**src/pifr_pkg.sv**
```systemverilog
/*
  Package for the peripheral interrupt flag block: APB register offsets,
  bit positions of every flag, reset values and capture/compare modes.
  Assumes a 32-bit APB with each register on an aligned word.
*/
`default_nettype none
package pifr_pkg;
  // ------------------------------------------------------------
  // register offsets (byte addresses)
  // ------------------------------------------------------------
  localparam logic [7:0] OFS_FLAGS_A  = 8'h00;
  localparam logic [7:0] OFS_FLAGS_B  = 8'h04;
  localparam logic [7:0] OFS_STATUS   = 8'h08;
  localparam logic [7:0] OFS_MASK     = 8'h0C;
  localparam logic [7:0] OFS_CCP_MODE = 8'h10;
  // ------------------------------------------------------------
  // flag bit positions
  // ------------------------------------------------------------
  localparam int BIT_ADC   = 6;
  localparam int BIT_RX    = 5;
  localparam int BIT_TX    = 4;
  localparam int BIT_CCP   = 2;
  localparam int BIT_TIMER2_COUNT  = 1;
  localparam int BIT_TIMER1_COUNT  = 0;
  localparam int BIT_OSC   = 7;
  localparam int BIT_USB   = 5;
  localparam int BIT_HLVD  = 2;
  // implemented bits of each flag register
  localparam logic [7:0] IMPL_A = 8'h77;
  localparam logic [7:0] IMPL_B = 8'hA4;
  // software-clearable bits of the first register
  localparam logic [7:0] SWCLR_A = 8'h47;
  localparam logic [7:0] RESET_FLAGS = 8'h00;
  // status/mask layout: event index 0..8
  localparam int NUM_EVENTS = 9;
  localparam logic [NUM_EVENTS-1:0] RESET_MASK = 9'h000;
  localparam int EV_ADC  = 0;
  localparam int EV_RX   = 1;
  localparam int EV_TX   = 2;
  localparam int EV_CCP  = 3;
  localparam int EV_TIMER2_COUNT = 4;
  localparam int EV_TIMER1_COUNT = 5;
  localparam int EV_OSC  = 6;
  localparam int EV_USB  = 7;
  localparam int EV_HLVD = 8;
  // ------------------------------------------------------------
  // capture/compare unit modes
  // ------------------------------------------------------------
  typedef enum logic [1:0]
  {
    PIFR_CCP_OFF     = 2'h0,
    PIFR_CCP_CAPTURE = 2'h1,
    PIFR_CCP_COMPARE = 2'h2,
    PIFR_CCP_PWM     = 2'h3
  } pifr_ccp_mode_type;
endpackage
`default_nettype wire

```
**src/pifr_top.sv**
```systemverilog
/*
  Peripheral interrupt request flag registers behind an APB slave, with
  a sticky event status, a mask and one level interrupt output.
  Assumes all peripheral event inputs are single-cycle pulses or levels
  produced by logic on core_clk, so they need no synchroniser.
*/
`default_nettype none
module pifr_top
(
  // clock and reset
  input  wire logic        core_clk,
  input  wire logic        resetn,
  // apb slave
  input  wire logic        psel,
  input  wire logic        penable,
  input  wire logic        pwrite,
  input  wire logic [7:0]  paddr,
  input  wire logic [31:0] pwdata,
  input  wire logic [3:0]  pstrb,
  output logic      [31:0] prdata,
  output logic             pready,
  output logic             pslverr,
  // peripheral events
  input  wire logic        adc_done,
  input  wire logic        rx_buffer_full,
  input  wire logic        tx_buffer_empty,
  input  wire logic        ccp_capture,
  input  wire logic        ccp_match,
  input  wire logic        timer2_period_match,
  input  wire logic        timer1_overflow,
  input  wire logic        osc_fail,
  input  wire logic        usb_request,
  input  wire logic        voltage_trip,
  // interrupt
  output logic             irq
);
  // ------------------------------------------------------------
  // bus decode
  // ------------------------------------------------------------
  logic                              acc_setup;
  logic                              wr_fire;
  logic                              lane0;
  logic [7:0]                        wbyte;
  logic                              hit;
  logic [pifr_pkg::NUM_EVENTS-1:0]   status_reg;
  logic [pifr_pkg::NUM_EVENTS-1:0]   mask_reg;
  pifr_pkg::pifr_ccp_mode_type       ccp_mode_reg;
  logic [7:0]                        flags_a;
  logic [7:0]                        flags_b;
  logic [7:0]                        clr_a;
  logic [7:0]                        clr_b;
  logic                              adc_flag;
  logic                              ccp_flag;
  logic                              timer2_count_flag;
  logic                              timer1_count_flag;
  logic                              osc_flag;
  logic                              usb_flag;
  logic                              hlvd_flag;
  logic                              rx_buffer_full_flag;
  logic                              tx_buffer_empty_flag;
  logic                              ccp_event;
  logic [pifr_pkg::NUM_EVENTS-1:0]   ev_vec;
  logic [pifr_pkg::NUM_EVENTS-1:0]   stat_clr;
  logic [pifr_pkg::NUM_EVENTS-1:0]   status_next;
  logic [31:0]                       rdata_next;
  logic                              rx_prev_reg;
  logic                              tx_prev_reg;

  // the slave answers one cycle after setup: pready rises in the access phase
  assign acc_setup = psel && !penable;
  assign wr_fire   = psel && penable && pready && pwrite;
  assign lane0     = pstrb[0];
  assign wbyte     = pwdata[7:0];

  always_comb
  begin
    unique case (paddr)
      pifr_pkg::OFS_FLAGS_A,
      pifr_pkg::OFS_FLAGS_B,
      pifr_pkg::OFS_STATUS,
      pifr_pkg::OFS_MASK,
      pifr_pkg::OFS_CCP_MODE: hit = 1'b1;
      default:                hit = 1'b0;
    endcase
  end

  always_ff @(posedge core_clk or negedge resetn)
  begin
    if (!resetn)
      pready <= 1'b0;
    else
      pready <= acc_setup;
  end

  always_ff @(posedge core_clk or negedge resetn)
  begin
    if (!resetn)
      pslverr <= 1'b0;
    else
      pslverr <= acc_setup && !hit;
  end

  // ------------------------------------------------------------
  // flag bits
  // ------------------------------------------------------------
  // writing zero to a sticky flag bit clears it; writing one has no effect
  assign clr_a = (wr_fire && lane0 && paddr == pifr_pkg::OFS_FLAGS_A) ?
                 (~wbyte & pifr_pkg::SWCLR_A) : pifr_pkg::RESET_FLAGS;
  assign clr_b = (wr_fire && lane0 && paddr == pifr_pkg::OFS_FLAGS_B) ?
                 (~wbyte & pifr_pkg::IMPL_B) : pifr_pkg::RESET_FLAGS;

  // no enable gates any event input except ccp, whose inputs ccp_mode_reg selects or blocks
  always_comb
  begin
    unique case (ccp_mode_reg)
      pifr_pkg::PIFR_CCP_CAPTURE: ccp_event = ccp_capture;
      pifr_pkg::PIFR_CCP_COMPARE: ccp_event = ccp_match;
      pifr_pkg::PIFR_CCP_PWM:     ccp_event = 1'b0;
      pifr_pkg::PIFR_CCP_OFF:     ccp_event = 1'b0;
    endcase
  end

  pifr_sticky u_adc
  (
    .core_clk (core_clk),
    .resetn   (resetn),
    .set_in   (adc_done),
    .clr_in   (clr_a[pifr_pkg::BIT_ADC]),
    .flag_reg (adc_flag)
  );

  pifr_sticky u_ccp
  (
    .core_clk (core_clk),
    .resetn   (resetn),
    .set_in   (ccp_event),
    .clr_in   (clr_a[pifr_pkg::BIT_CCP]),
    .flag_reg (ccp_flag)
  );

  pifr_sticky u_timer2_count
  (
    .core_clk (core_clk),
    .resetn   (resetn),
    .set_in   (timer2_period_match),
    .clr_in   (clr_a[pifr_pkg::BIT_TIMER2_COUNT]),
    .flag_reg (timer2_count_flag)
  );

  pifr_sticky u_timer1_count
  (
    .core_clk (core_clk),
    .resetn   (resetn),
    .set_in   (timer1_overflow),
    .clr_in   (clr_a[pifr_pkg::BIT_TIMER1_COUNT]),
    .flag_reg (timer1_count_flag)
  );

  pifr_sticky u_osc
  (
    .core_clk (core_clk),
    .resetn   (resetn),
    .set_in   (osc_fail),
    .clr_in   (clr_b[pifr_pkg::BIT_OSC]),
    .flag_reg (osc_flag)
  );

  pifr_sticky u_usb
  (
    .core_clk (core_clk),
    .resetn   (resetn),
    .set_in   (usb_request),
    .clr_in   (clr_b[pifr_pkg::BIT_USB]),
    .flag_reg (usb_flag)
  );

  pifr_sticky u_hlvd
  (
    .core_clk (core_clk),
    .resetn   (resetn),
    .set_in   (voltage_trip),
    .clr_in   (clr_b[pifr_pkg::BIT_HLVD]),
    .flag_reg (hlvd_flag)
  );

  // serial flags follow buffer state; writes to them are ignored
  assign rx_buffer_full_flag  = rx_buffer_full;
  assign tx_buffer_empty_flag = tx_buffer_empty;

  always_comb
  begin
    flags_a                     = pifr_pkg::RESET_FLAGS;
    flags_a[pifr_pkg::BIT_ADC]  = adc_flag;
    flags_a[pifr_pkg::BIT_RX]   = rx_buffer_full_flag;
    flags_a[pifr_pkg::BIT_TX]   = tx_buffer_empty_flag;
    flags_a[pifr_pkg::BIT_CCP]  = ccp_flag;
    flags_a[pifr_pkg::BIT_TIMER2_COUNT] = timer2_count_flag;
    flags_a[pifr_pkg::BIT_TIMER1_COUNT] = timer1_count_flag;
    flags_b                     = pifr_pkg::RESET_FLAGS;
    flags_b[pifr_pkg::BIT_OSC]  = osc_flag;
    flags_b[pifr_pkg::BIT_USB]  = usb_flag;
    flags_b[pifr_pkg::BIT_HLVD] = hlvd_flag;
  end

  // ------------------------------------------------------------
  // interrupt status and mask
  // ------------------------------------------------------------
  // rising edges of the serial levels count as events, so a buffer that
  // stays full raises the status only once, and not again after software clears it
  always_ff @(posedge core_clk or negedge resetn)
  begin
    if (!resetn)
    begin
      rx_prev_reg <= 1'b0;
      tx_prev_reg <= 1'b0;
    end
    else
    begin
      rx_prev_reg <= rx_buffer_full;
      tx_prev_reg <= tx_buffer_empty;
    end
  end

  always_comb
  begin
    ev_vec                    = '0;
    ev_vec[pifr_pkg::EV_ADC]  = adc_done;
    ev_vec[pifr_pkg::EV_RX]   = rx_buffer_full && !rx_prev_reg;
    ev_vec[pifr_pkg::EV_TX]   = tx_buffer_empty && !tx_prev_reg;
    ev_vec[pifr_pkg::EV_CCP]  = ccp_event;
    ev_vec[pifr_pkg::EV_TIMER2_COUNT] = timer2_period_match;
    ev_vec[pifr_pkg::EV_TIMER1_COUNT] = timer1_overflow;
    ev_vec[pifr_pkg::EV_OSC]  = osc_fail;
    ev_vec[pifr_pkg::EV_USB]  = usb_request;
    ev_vec[pifr_pkg::EV_HLVD] = voltage_trip;
  end

  assign stat_clr = (wr_fire && paddr == pifr_pkg::OFS_STATUS) ?
                    pwdata[pifr_pkg::NUM_EVENTS-1:0] : '0;
  assign status_next = ev_vec | (status_reg & ~stat_clr);

  always_ff @(posedge core_clk or negedge resetn)
  begin
    if (!resetn)
      status_reg <= '0;
    else
      status_reg <= status_next;
  end

  always_ff @(posedge core_clk or negedge resetn)
  begin
    if (!resetn)
      mask_reg <= pifr_pkg::RESET_MASK;
    else if (wr_fire && paddr == pifr_pkg::OFS_MASK)
      mask_reg <= pwdata[pifr_pkg::NUM_EVENTS-1:0];
  end

  always_ff @(posedge core_clk or negedge resetn)
  begin
    if (!resetn)
      ccp_mode_reg <= pifr_pkg::PIFR_CCP_OFF;
    else if (wr_fire && lane0 && paddr == pifr_pkg::OFS_CCP_MODE)
      ccp_mode_reg <= pifr_pkg::pifr_ccp_mode_type'(pwdata[1:0]);
  end

  // registered from next state so irq stays a flip-flop and tracks status
  always_ff @(posedge core_clk or negedge resetn)
  begin
    if (!resetn)
      irq <= 1'b0;
    else
      irq <= |(status_next & mask_reg);
  end

  // ------------------------------------------------------------
  // read data
  // ------------------------------------------------------------
  always_comb
  begin
    rdata_next = '0;
    unique case (paddr)
      pifr_pkg::OFS_FLAGS_A:  rdata_next[7:0] = flags_a;
      pifr_pkg::OFS_FLAGS_B:  rdata_next[7:0] = flags_b;
      pifr_pkg::OFS_STATUS:   rdata_next[pifr_pkg::NUM_EVENTS-1:0] = status_reg;
      pifr_pkg::OFS_MASK:     rdata_next[pifr_pkg::NUM_EVENTS-1:0] = mask_reg;
      pifr_pkg::OFS_CCP_MODE: rdata_next[1:0] = ccp_mode_reg;
      default:                rdata_next = '0;
    endcase
  end

  always_ff @(posedge core_clk or negedge resetn)
  begin
    if (!resetn)
      prdata <= '0;
    else if (acc_setup && !pwrite)
      prdata <= rdata_next;
  end
endmodule
`default_nettype wire

```
**src/pifr_sticky.sv**
```systemverilog
/*
  One sticky flag bit: set by a hardware event, cleared by software.
  Assumes set and clear are single-cycle signals on core_clk.
*/
`default_nettype none
module pifr_sticky
(
  // clock and reset
  input  wire logic core_clk,
  input  wire logic resetn,
  // control
  input  wire logic set_in,
  input  wire logic clr_in,
  // state
  output logic      flag_reg
);
  always_ff @(posedge core_clk or negedge resetn)
  begin
    if (!resetn)
      flag_reg <= 1'b0;
    else if (set_in)
      flag_reg <= 1'b1;    // set wins over a same-cycle clear
    else if (clr_in)
      flag_reg <= 1'b0;
  end
endmodule
`default_nettype wire

```
**config.mk**
```make
export PLATFORM = sky130hd
export DESIGN_NAME = pifr_top
export DESIGN_NICKNAME = d
export VERILOG_FILES = /design/src/pifr_pkg.sv /design/src/pifr_top.sv /design/src/pifr_sticky.sv
export SDC_FILE = /design/constraint.sdc
export NUM_CORES = 1
export LEC_CHECK = 0
export BUFFER_PORTS_ARGS = -buffer_cell sky130_fd_sc_hd__buf_2
export CORE_ASPECT_RATIO = 0.5
export CORE_MARGIN = 10
export CORE_UTILIZATION = 53
export CTS_BUF_LIST = sky130_fd_sc_hd__clkbuf_8
export DETAILED_ROUTE_END_ITERATION = 8
export GPL_TIMING_DRIVEN = 1
export PLACE_DENSITY = 0.95
export SKIP_LAST_GASP = 1
export SLEW_MARGIN = 10
export SYNTH_ARGS = -nofsm -noshare
export SYNTH_HDL_FRONTEND = slang
export SYNTH_SLANG_ARGS = --single-unit
```
**constraint.sdc**
```tcl
create_clock -name core_clk -period 3.1 [get_ports core_clk]
set_clock_uncertainty 0.15 [all_clocks]
set_input_delay 0 -clock core_clk [delete_from_list [all_inputs] [get_ports core_clk]]
set_output_delay 0 -clock core_clk [all_outputs]
set_load 0.02 [all_outputs]
```
==> results of run 1 <==
cells by family (layout without fill, tap and decap cells):
family	Yosys count	count (layout)	synth area share [%]
other	1	24	0.173
muxes	21	21	11.6
buffers and inverters	39	90	11.2
and+or+nand+nor	61	61	17.3
AOI/OAI and AO/OA	40	40	12.5
DFF	41	41	47.3
where the power goes:
part	switching [W]	internal, W
Sequential	0.00000385	0.000540
Combinational	0.0000920	0.0000554
Clock	0.000202	0.000260
layout make-up:
class / instances / area share, %
diodes: 1 / 0.0912
clock inverters: 2 / 1.23
well taps: 54 / 2.46
flip-flops and latches: 41 / 37.4
clock buffers: 6 / 3.01
multi-input cells: 145 / 35.8
repair buffers: 74 / 19.0
inverters: 8 / 1.09
cell usage after synthesis, drive strengths merged (2+ instances only):
cell type   n
mux2i       6
buf        25
o21ai      13
a21boi      2
nor2b       4
and3b       2
a21oi       3
mux2       13
nand2b      6
mux4        2
o31ai       5
nor3        2
nand4bb     2
and3        2
inv         8
nor4        4
nand2      20
o22a        3
a211oi      2
dfrtp      41
clkbuf      6
nand4       3
a22oi       3
nor2        8
a31oi       3
worst max-delay path, stage by stage:
cell and delay, ps:
dlygate4sd3_1 530, buf_2 210, or3b_2 500, nor4_4 430, a31oi_1 210, dlygate4sd3_1 610
metal layers:
layer	vias up	GRT usage, %	part of all wire [%]	wire length [um]
met5	-	0	0	0
met4	0	14.5	6.4	444
met3	49	7.79	14	965
met2	197	29.3	45	3070
met1	922	20.1	35	2410
li1	826	-	-	-
worst min path at each step:
| stage | endpoint | slack (ps) | depth (start not counted) |
|---|---|---|---|
| after floorplan | ccp_mode_reg[0] | -450 | 0 |
| after global placement | rx_prev_reg | -3 | 1 |
| after detailed placement | rx_prev_reg | 1 | 1 |
| after CTS | status_reg[2] | 10 | 4 |
| after global routing | pslverr | 60 | 3 |
| final | prdata[3] | 40 | 4 |
per-stage QoR:
| stage | instances | utilization [%] | setup WS (ps) | power (W) |
|---|---|---|---|---|
| after floorplan | 225 | - | 934 | 0.000644 |
| after global placement | 292 | 59.3 | 883 | 0.000667 |
| after detailed placement | 292 | 59.3 | 856 | 0.000672 |
| after CTS | 330 | 69.9 | 762 | 0.00113 |
| after global routing | 331 | 70.0 | 503 | 0.00117 |
| final | 331 | 70.0 | 643 | 0.00115 |
==> qor.txt, run 1 <==
Max Clock Freq = 0.407 GHz
largest net degree at the start of global routing = 42
Rel. slew slack = 40.9%
max_cap viols = 0
commonest cells after routing, fill and taps aside = buf_2 (44), dfrtp_1 (41), dlygate4sd3_1 (30), conb_1 (23), nand2_1 (20)
final hold slack = 43.5 ps
worst r2r src = pready
final instance area = 0.00275 mm^2
final worst-path cycle share = 79.3%
worst endpoint required time = 3150 ps
commonest non-fill, non-tap cell in the layout = buf_2
CTS tree = yes
Final Hold Vio Count = 0
Vias = 1,994
Die Y-Extent = 65.2 um
worst hold path class = in -> reg
Core Box Area = 0.00392 mm^2
latest clock arrival within the worst-skew pair = 310 ps
initial DRC count = 309
multi-input logic area = 982 um^2
RD Place Congestion = 0.835
R2R Setup Slk = 790 ps
unrepaired setup endpoints after global routing = false
#FFs+latches synth = 41
DPL Wire Length = 4210 um
crit path time final = 2460 ps
status = completed
fin. max-slew vios = 0
Synth Flop Type = dfrtp_1
Total Routing Usage GR = 18.6%
Leakage = 1.27 nW
vias per cell = 6.02
CP Launch Type = input pin
Mapped Cells = 203
HP Start = paddr[7]
DRC = 0
library cells used by synthesis = 45
Ports = 94
Pwr Density = 420 mW/mm^2
vias in the first global route = 2,062
Post-synth ARST share = 100%
sequential element share of the synthesized area = 47.3%
initial core utilization = 55.3%
post-DR wirelength/cell = 20.8 um
Clock Sinks = 41
IO buf count = 44
placed cell area = 0.00233 mm^2
Total Routed Length = 6900 um
Max clock buf depth = 2
crit path kind = in -> reg
setup bufs post-CTS = 0
layout cell share with drive strength beyond 1 = 26.4%
Synth area leaders = dfrtp_1 (47%), buf_4 (8.0%), mux2_2 (6.8%)
critical path endpoint = status_reg[0]
final setup vio count = 0
Worst Tran Pin Value = 886 ps
std cell rows = 16
synth warn = 0
cts bufs inserted = 5
Syn Std Cell Area = 0.00217 mm^2
final net count = 334
Area growth, synth to finish = 26.6%
post-synth top area cell = dfrtp_1
Reg-to-Reg End = u_adc.flag_reg
DIE AREA = 0.00720 mm^2
syn avg cell area = 10.7 um^2
CP Capture Type = flip-flop
register area = 0.00103 mm^2
H-tree Lvls = 2
Arr. time, crit path = 2500 ps
chip width = 110 um
Hold Buf Count CTS = 30
DRT Pass-1 Iters = 5
fillcell total = 232
proportion of netlist area held by the largest area contributor = 47.3%
Setup crit start = paddr[4]
initial antenna violation count = 1
Final ANT Viol Nets = 0
GRT overflow = 0
Reg2Reg Depth = 6
Root Driver = clkbuf_8
first-pass GRT wire length = 10,900 um
TNS Setup = 0 ps
crit-path max FO = 11
Max VDD drop = 0.247 mV
clk slew on worst S/H paths = 90 ps
EDFF count, synth = 0
Post-CTS Resized = 0
Power figures use the tool's default switching activity.
==> run 2: changes to the inputs <==
- CORE_UTILIZATION: 53 -> 49
- PLACE_DENSITY: 0.95 -> 0.89
- clock period: 3.1 -> 2.4 ns (I/O delays scaled with it)
==> run 2 against run 1 <==
Non-clock buffer count up 4. Sequential share of layout area shrank 0.14 points. Highest routed layer unchanged. Clock power down 7.1%. Worst hold slack got worse by 28 ps. Final cell count up 0.91%. Die area is 6.1% higher. Sequential cell count stayed put. Largest power group unchanged. Combinational power up 31%. Utilization fell by 2.5 points. Setup slack got worse by 540 ps. Critical path depth increased by 2. Via count shrank 4.4%.
==> qor.txt, run 2 (synthesis results as in run 1) <==
final instance area = 0.00276 mm^2 (was 0.00275 mm^2)
IO buf count = 44 (unchanged)
RD Place Congestion = 0.845 (was 0.835)
final core utilization = 67.5% (was 70.0%)
vias per cell = 5.71 (was 6.02)
layout cell share with drive strength beyond 1 = 28.9% (was 26.4%)
Total Routed Length = 6310 um (was 6900 um)
initial DRC count = 185 (was 309)
Area growth, synth to finish = 27.1% (was 26.6%)
Rel. slew slack = 40.7% (was 40.9%)
Slowest-stage cell, CP = dlygate4sd3_1 (unchanged)
Pwr Density = 481 mW/mm^2 (was 420 mW/mm^2)
Final Hold Vio Count = 0 (unchanged)
status = completed (unchanged)
Clock Sinks = 41 (unchanged)
Ports = 94 (unchanged)
Core Box Area = 0.00408 mm^2 (was 0.00392 mm^2)
DRC = 0 (unchanged)
Worst Tran Pin Value = 889 ps (was 886 ps)
std cell rows = 16 (unchanged)
crit path kind = in -> reg (unchanged)
placed cell area = 0.00236 mm^2 (was 0.00233 mm^2)
ant diodes = 0 (was 1)
H-tree Lvls = 2 (unchanged)
CTS tree = yes (unchanged)
Max clock buf depth = 2 (unchanged)
DPL Wire Length = 4200 um (was 4210 um)
crit path time final = 2300 ps
Vias = 1,906 (was 1,994)
Root Driver = clkbuf_8 (unchanged)
worst endpoint required time = 2400 ps (was 3150 ps)
Max VDD drop = 0.246 mV (was 0.247 mV)
CP Capture Type = flip-flop (unchanged)
Reg2Reg Depth = 5 (was 6)
commonest non-fill, non-tap cell in the layout = buf_2 (unchanged)
final worst-path cycle share = 95.6%
Leakage = 1.29 nW (was 1.27 nW)
clk slew on worst S/H paths = 70 ps (was 90 ps)
initial core utilization = 53.1% (was 55.3%)
fillcell total = 282 (was 232)
worst hold path class = in -> reg (unchanged)
chip width = 114 um (was 110 um)
vias in the first global route = 1,916 (was 2,062)
first-pass GRT wire length = 9740 um (was 10,900 um)
Max Clock Freq = 0.436 GHz
fin. max-slew vios = 0 (unchanged)
crit-path max FO = 11 (unchanged)
final net count = 338 (was 334)
GRT overflow = 0 (unchanged)
latest clock arrival within the worst-skew pair = 290 ps (was 310 ps)
post-DR wirelength/cell = 18.9 um (was 20.8 um)
CP cell instances = dlygate4sd3_1, buf_2, or3b_2, nor4_4, buf_4, a31oi_1, a221oi_2, nand3_1 (was dlygate4sd3_1, buf_2, or3b_2, nor4_4, a31oi_1, dlygate4sd3_1)
unrepaired setup endpoints after global routing = false (unchanged)
max_cap viols = 0 (unchanged)
Final ANT Viol Nets = 0 (unchanged)
Arr. time, crit path = 2300 ps (was 2500 ps)
commonest cells after routing, fill and taps aside = buf_2 (44), dfrtp_1 (41), dlygate4sd3_1 (29), conb_1 (23), nand2_1 (20) (was buf_2 (44), dfrtp_1 (41), dlygate4sd3_1 (30), conb_1 (23), nand2_1 (20))
TNS Setup = 0 ps (unchanged)
Die Y-Extent = 67.0 um (was 65.2 um)
cts bufs inserted = 5 (unchanged)
CP Launch Type = input pin (unchanged)
final hold slack = 15.6 ps (was 43.5 ps)
final setup vio count = 0 (unchanged)
DRT Pass-1 Iters = 5 (unchanged)
DIE AREA = 0.00765 mm^2 (was 0.00720 mm^2)
largest net degree at the start of global routing = 42 (unchanged)
Total Routing Usage GR = 16.0% (was 18.6%)
max incr delay on CP = 530 ps (was 610 ps)
hold-critical path depth = 4 (unchanged)
initial antenna violation count = 0 (was 1)
run 2: changes by cell type in the layout (fill, tap and decap cells not counted):
cell | before | now
a221oi_1 | 1 | 0
a221oi_2 | 0 | 1
buf_4 | 0 | 5
bufinv_16 | 1 | 0
clkbuf_8 | 6 | 5
clkinv_2 | 0 | 2
diode_2 | 1 | 0
dlygate4sd3_1 | 30 | 29
nor3_1 | 2 | 1
nor3_2 | 0 | 1
o41ai_1 | 1 | 0
o41ai_2 | 0 | 1
run 2: through the flow:
step,total power (W),std cells,worst slack [ps]
global placement,0.000864,296,237
detailed placement,0.000870,296,185
global route,0.00137,334,20.9
finish,0.00132,334,104
CTS,0.00132,333,102
floorplan,0.000832,225,234
run 2: metal layers:
metal  up-vias  global-route usage, %  wire [um]  part of all wire [%]
met4         0                   6.21        134                   2.1
met2       140                   27.0       2910                    46
met3        19                   5.63        777                    12
met1       911                   18.5       2480                    39
met5         -                      0          0                     0
li1        836                      -          -                     -
run 2: timing repair:
action / CTS / global route
resized for setup: 0 / 3
setup buffers: 0 / 1
endpoints found under the hold margin: 73 / 0
hold buffers: 29 / 0
setup endpoints to repair: 0 / 4
run 2: final timing paths:
check | start | endpoint | slack, ps
hold / removal | psel | status_reg[2] | 20
hold reg to reg | prdata[5] | prdata[5] | 340
min in group asynchronous | resetn | u_ccp.flag_reg | 210
setup reg to reg | pready | irq | 140
setup / recovery | paddr[4] | irq | 100
max in group asynchronous | resetn | prdata[7] | 1330
run 2: cell type report:
type	count	area, um^2	share of cell area [%]
Clock buffer	5	68.8	2.50
Clock inverter	3	13.8	0.500
Inverter	8	30.0	1.09
Multi-Input combinational cell	145	1000	36.3
Sequential cell	41	1030	37.2
Tap cell	54	67.6	2.45
Timing Repair Buffer	78	548	19.9
run 2: critical path, delay by kind of cell:
family | cells | cell delay, ps
compound gates | 2 | 480
buf+inv | 3 | 930
simple gates | 3 | 880
run 2: where the power goes:
group	total [W]	internal (W)	switching (W)
combinational	0.000192	0.0000739	0.000118
clock	0.000429	0.000197	0.000232
sequential	0.000703	0.000698	0.00000484
==> run 3: changes to the inputs <==
--- a/config.mk
+++ b/config.mk
@@ -14,5 +14,5 @@
 export GPL_TIMING_DRIVEN = 1
-export PLACE_DENSITY = 0.89
+export PLACE_DENSITY_LB_ADDON = 0.08
 export SKIP_LAST_GASP = 1
-export SLEW_MARGIN = 10
+export SLEW_MARGIN = 30
 export SYNTH_ARGS = -nofsm -noshare
--- a/constraint.sdc
+++ b/constraint.sdc
@@ -4,2 +4,2 @@
 set_output_delay 0 -clock core_clk [all_outputs]
-set_load 0.02 [all_outputs]
+set_load 0.01 [all_outputs]
==> run 3 against run 2 <==
Clock power increased by 16%. Sequential share of layout area about the same. Via count decreased by 8.9%. Critical path depth decreased by 1. Die area unchanged. Largest cell class unchanged. Highest routed layer unchanged.
==> qor.txt, run 3 (synthesis results as in run 1) <==
status = completed (unchanged)
CP delay by family, top = buffers and inverters (unchanged)
Max VDD drop = 0.233 mV (was 0.246 mV)
RD Place Congestion = 0.877 (was 0.845)
Seq pwr share = 51.3% (was 53.1%)
crit-path most repeated cell = dlygate4sd3_1
fin. max-slew vios = 0 (unchanged)
crit path time final = 2240 ps (was 2300 ps)
IO buf count = 44 (unchanged)
final worst-path cycle share = 93.5% (was 95.6%)
initial core utilization = 53.1% (unchanged)
post-DR wirelength/cell = 17.0 um (was 18.9 um)
worst hold path class = in -> reg (unchanged)
Final ANT Viol Nets = 0 (unchanged)
Ports = 94 (unchanged)
chip width = 114 um (unchanged)
worst path bufs/invs = 3 (unchanged)
Rel. slew slack = 63.6% (was 40.7%)
largest net degree at the start of global routing = 42 (unchanged)
crit path kind = in -> reg (unchanged)
Leakage = 1.28 nW (was 1.29 nW)
latest clock arrival within the worst-skew pair = 290 ps (about the same)
max_cap viols = 0 (unchanged)
DRT Pass-1 Iters = 4 (was 5)
final net count = 337 (was 338)
max incr delay on CP = 560 ps (was 530 ps)
Max clock buf depth = 2 (unchanged)
H-tree Lvls = 2 (unchanged)
Slowest-stage cell, CP = dlygate4sd3_1 (unchanged)
Total Routing Usage GR = 14.9% (was 16.0%)
commonest cells after routing, fill and taps aside = buf_2 (43), dfrtp_1 (41), dlygate4sd3_1 (30), conb_1 (23), nand2_1 (20) (was buf_2 (44), dfrtp_1 (41), dlygate4sd3_1 (29), conb_1 (23), nand2_1 (20))
GRT overflow = 0 (unchanged)
initial DRC count = 124 (was 185)
sw power = 0.000335 W (was 0.000355 W)
TNS Setup = 0 ps (unchanged)
setup bufs post-CTS = 0 (unchanged)
cts bufs inserted = 5 (unchanged)
crit-path max FO = 11 (unchanged)
commonest non-fill, non-tap cell in the layout = buf_2 (unchanged)
fillcell total = 360 (was 282)
Arr. time, crit path = 2260 ps (was 2300 ps)
DPL Wire Length = 4120 um (was 4200 um)
vias in the first global route = 1,751 (was 1,916)
Worst Tran Pin Value = 547 ps (was 889 ps)
Area growth, synth to finish = 26.9% (was 27.1%)
CP cell instances = dlygate4sd3_1, buf_2, nor3_1, nand4_1, o21ai_0, nand2b_1, dlygate4sd3_1 (was dlygate4sd3_1, buf_2, or3b_2, nor4_4, buf_4, a31oi_1, a221oi_2, nand3_1)
first-pass GRT wire length = 9060 um (was 9740 um)
worst endpoint required time = 2420 ps (was 2400 ps)
CP Launch Type = input pin (unchanged)
Root Driver = clkbuf_8 (unchanged)
Die Y-Extent = 67.0 um (unchanged)
Total Routed Length = 5650 um (was 6310 um)
layout cell share with drive strength beyond 1 = 27.6% (was 28.9%)
CTS tree = yes (unchanged)
Pwr Density = 497 mW/mm^2 (was 481 mW/mm^2)
vias per cell = 5.22 (was 5.71)
P_int = 0.00103 W (was 0.000969 W)
Max Clock Freq = 0.445 GHz (was 0.436 GHz)
ant diodes = 0 (unchanged)
unrepaired setup endpoints after global routing = false (unchanged)
std cell rows = 16 (unchanged)
initial antenna violation count = 0 (unchanged)
final setup vio count = 0 (unchanged)
Final Hold Vio Count = 0 (unchanged)
DIE AREA = 0.00765 mm^2 (unchanged)
CP Capture Type = flip-flop (unchanged)
final core utilization = 67.4% (was 67.5%)
Switching Share = 24.5% (was 26.8%)
Vias = 1,737 (was 1,906)
clk slew on worst S/H paths = 70 ps (about the same)
Core Box Area = 0.00408 mm^2 (unchanged)
DRC = 0 (unchanged)
Clock Sinks = 41 (unchanged)
clock power share = 36.3% (was 32.4%)
Combinational Power Share = 12.4% (was 14.5%)
==> run 3: worst register-to-register path, stage by stage, from the launching register on <==
cell and delay (ps):
dfrtp_1 420, nand4_4 170, or4b_2 630, o22a_1 210, a2111oi_2 370, nand3_1 130
==> run 3: power groups by stage <==
stage / clock network, W / logic (W) / registers [W]
2_1_floorplan: 0 / 0.0000961 / 0.000717
3_3_place_gp: 0 / 0.000135 / 0.000715
3_5_place_dp: 0 / 0.000136 / 0.000715
4_1_cts: 0.000506 / 0.000166 / 0.000702
5_1_grt: 0.000536 / 0.000187 / 0.000703
6_report: 0.000497 / 0.000169 / 0.000702
==> run 3: per-stage QoR <==
| stage | std cells | power, W | cell area (um^2) | hold WS, ps | setup slack, ps |
|---|---|---|---|---|---|
| floorplan | 225 | 0.000813 | 2250 | -446 | 310 |
| CTS | 333 | 0.00137 | 2750 | 3.45 | 196 |
| detailed placement | 295 | 0.000851 | 2350 | 5.69 | 218 |
| global placement | 295 | 0.000850 | 2350 | 7.96 | 202 |
| global route | 333 | 0.00143 | 2750 | 33.6 | 48.2 |
| finish | 333 | 0.00137 | 2750 | 9.17 | 155 |
==> run 3: timing repair <==
action,4_1_cts,5_1_grt
endpoints found under the hold margin,73,0
hold buffers,30,0
setup endpoints to repair,0,0
gates resized for setup,0,0
==> run 3: path summary, 6_finish.rpt <==
| kind | from | endpoint | slack, ps | cells past startpoint |
|---|---|---|---|---|
| max | paddr[4] | u_hlvd.flag_reg | 160 | 7 |
| min | ccp_match | u_ccp.flag_reg | 9 | 4 |
| max reg2reg | pready | irq | 200 | 5 |
| min reg2reg | rx_prev_reg | status_reg[1] | 320 | 1 |
| max in group asynchronous | resetn | prdata[2] | 1640 | 2 |
| min in group asynchronous | resetn | status_reg[8] | 90 | 2 |
==> run 3: layer usage <==
layer / GRT usage [%] / vias to the layer above / part of all wire [%]
met4: 1.86 / 0 / 0.23
li1: - / 838 / -
met2: 22.5 / 63 / 43
met3: 4.83 / 2 / 9.1
met1: 20.7 / 834 / 48
met5: 0 / - / 0
==> run 3: final cells by class <==
type | count | area, um^2 | area share (%)
clock inverters | 1 | 5.00 | 0.182
repair buffers | 77 | 546 | 19.8
inverters | 8 | 30.0 | 1.09
flip-flops and latches | 41 | 1030 | 37.3
clock buffers | 7 | 96.3 | 3.50
well taps | 54 | 67.6 | 2.45
multi-input cells | 145 | 982 | 35.7
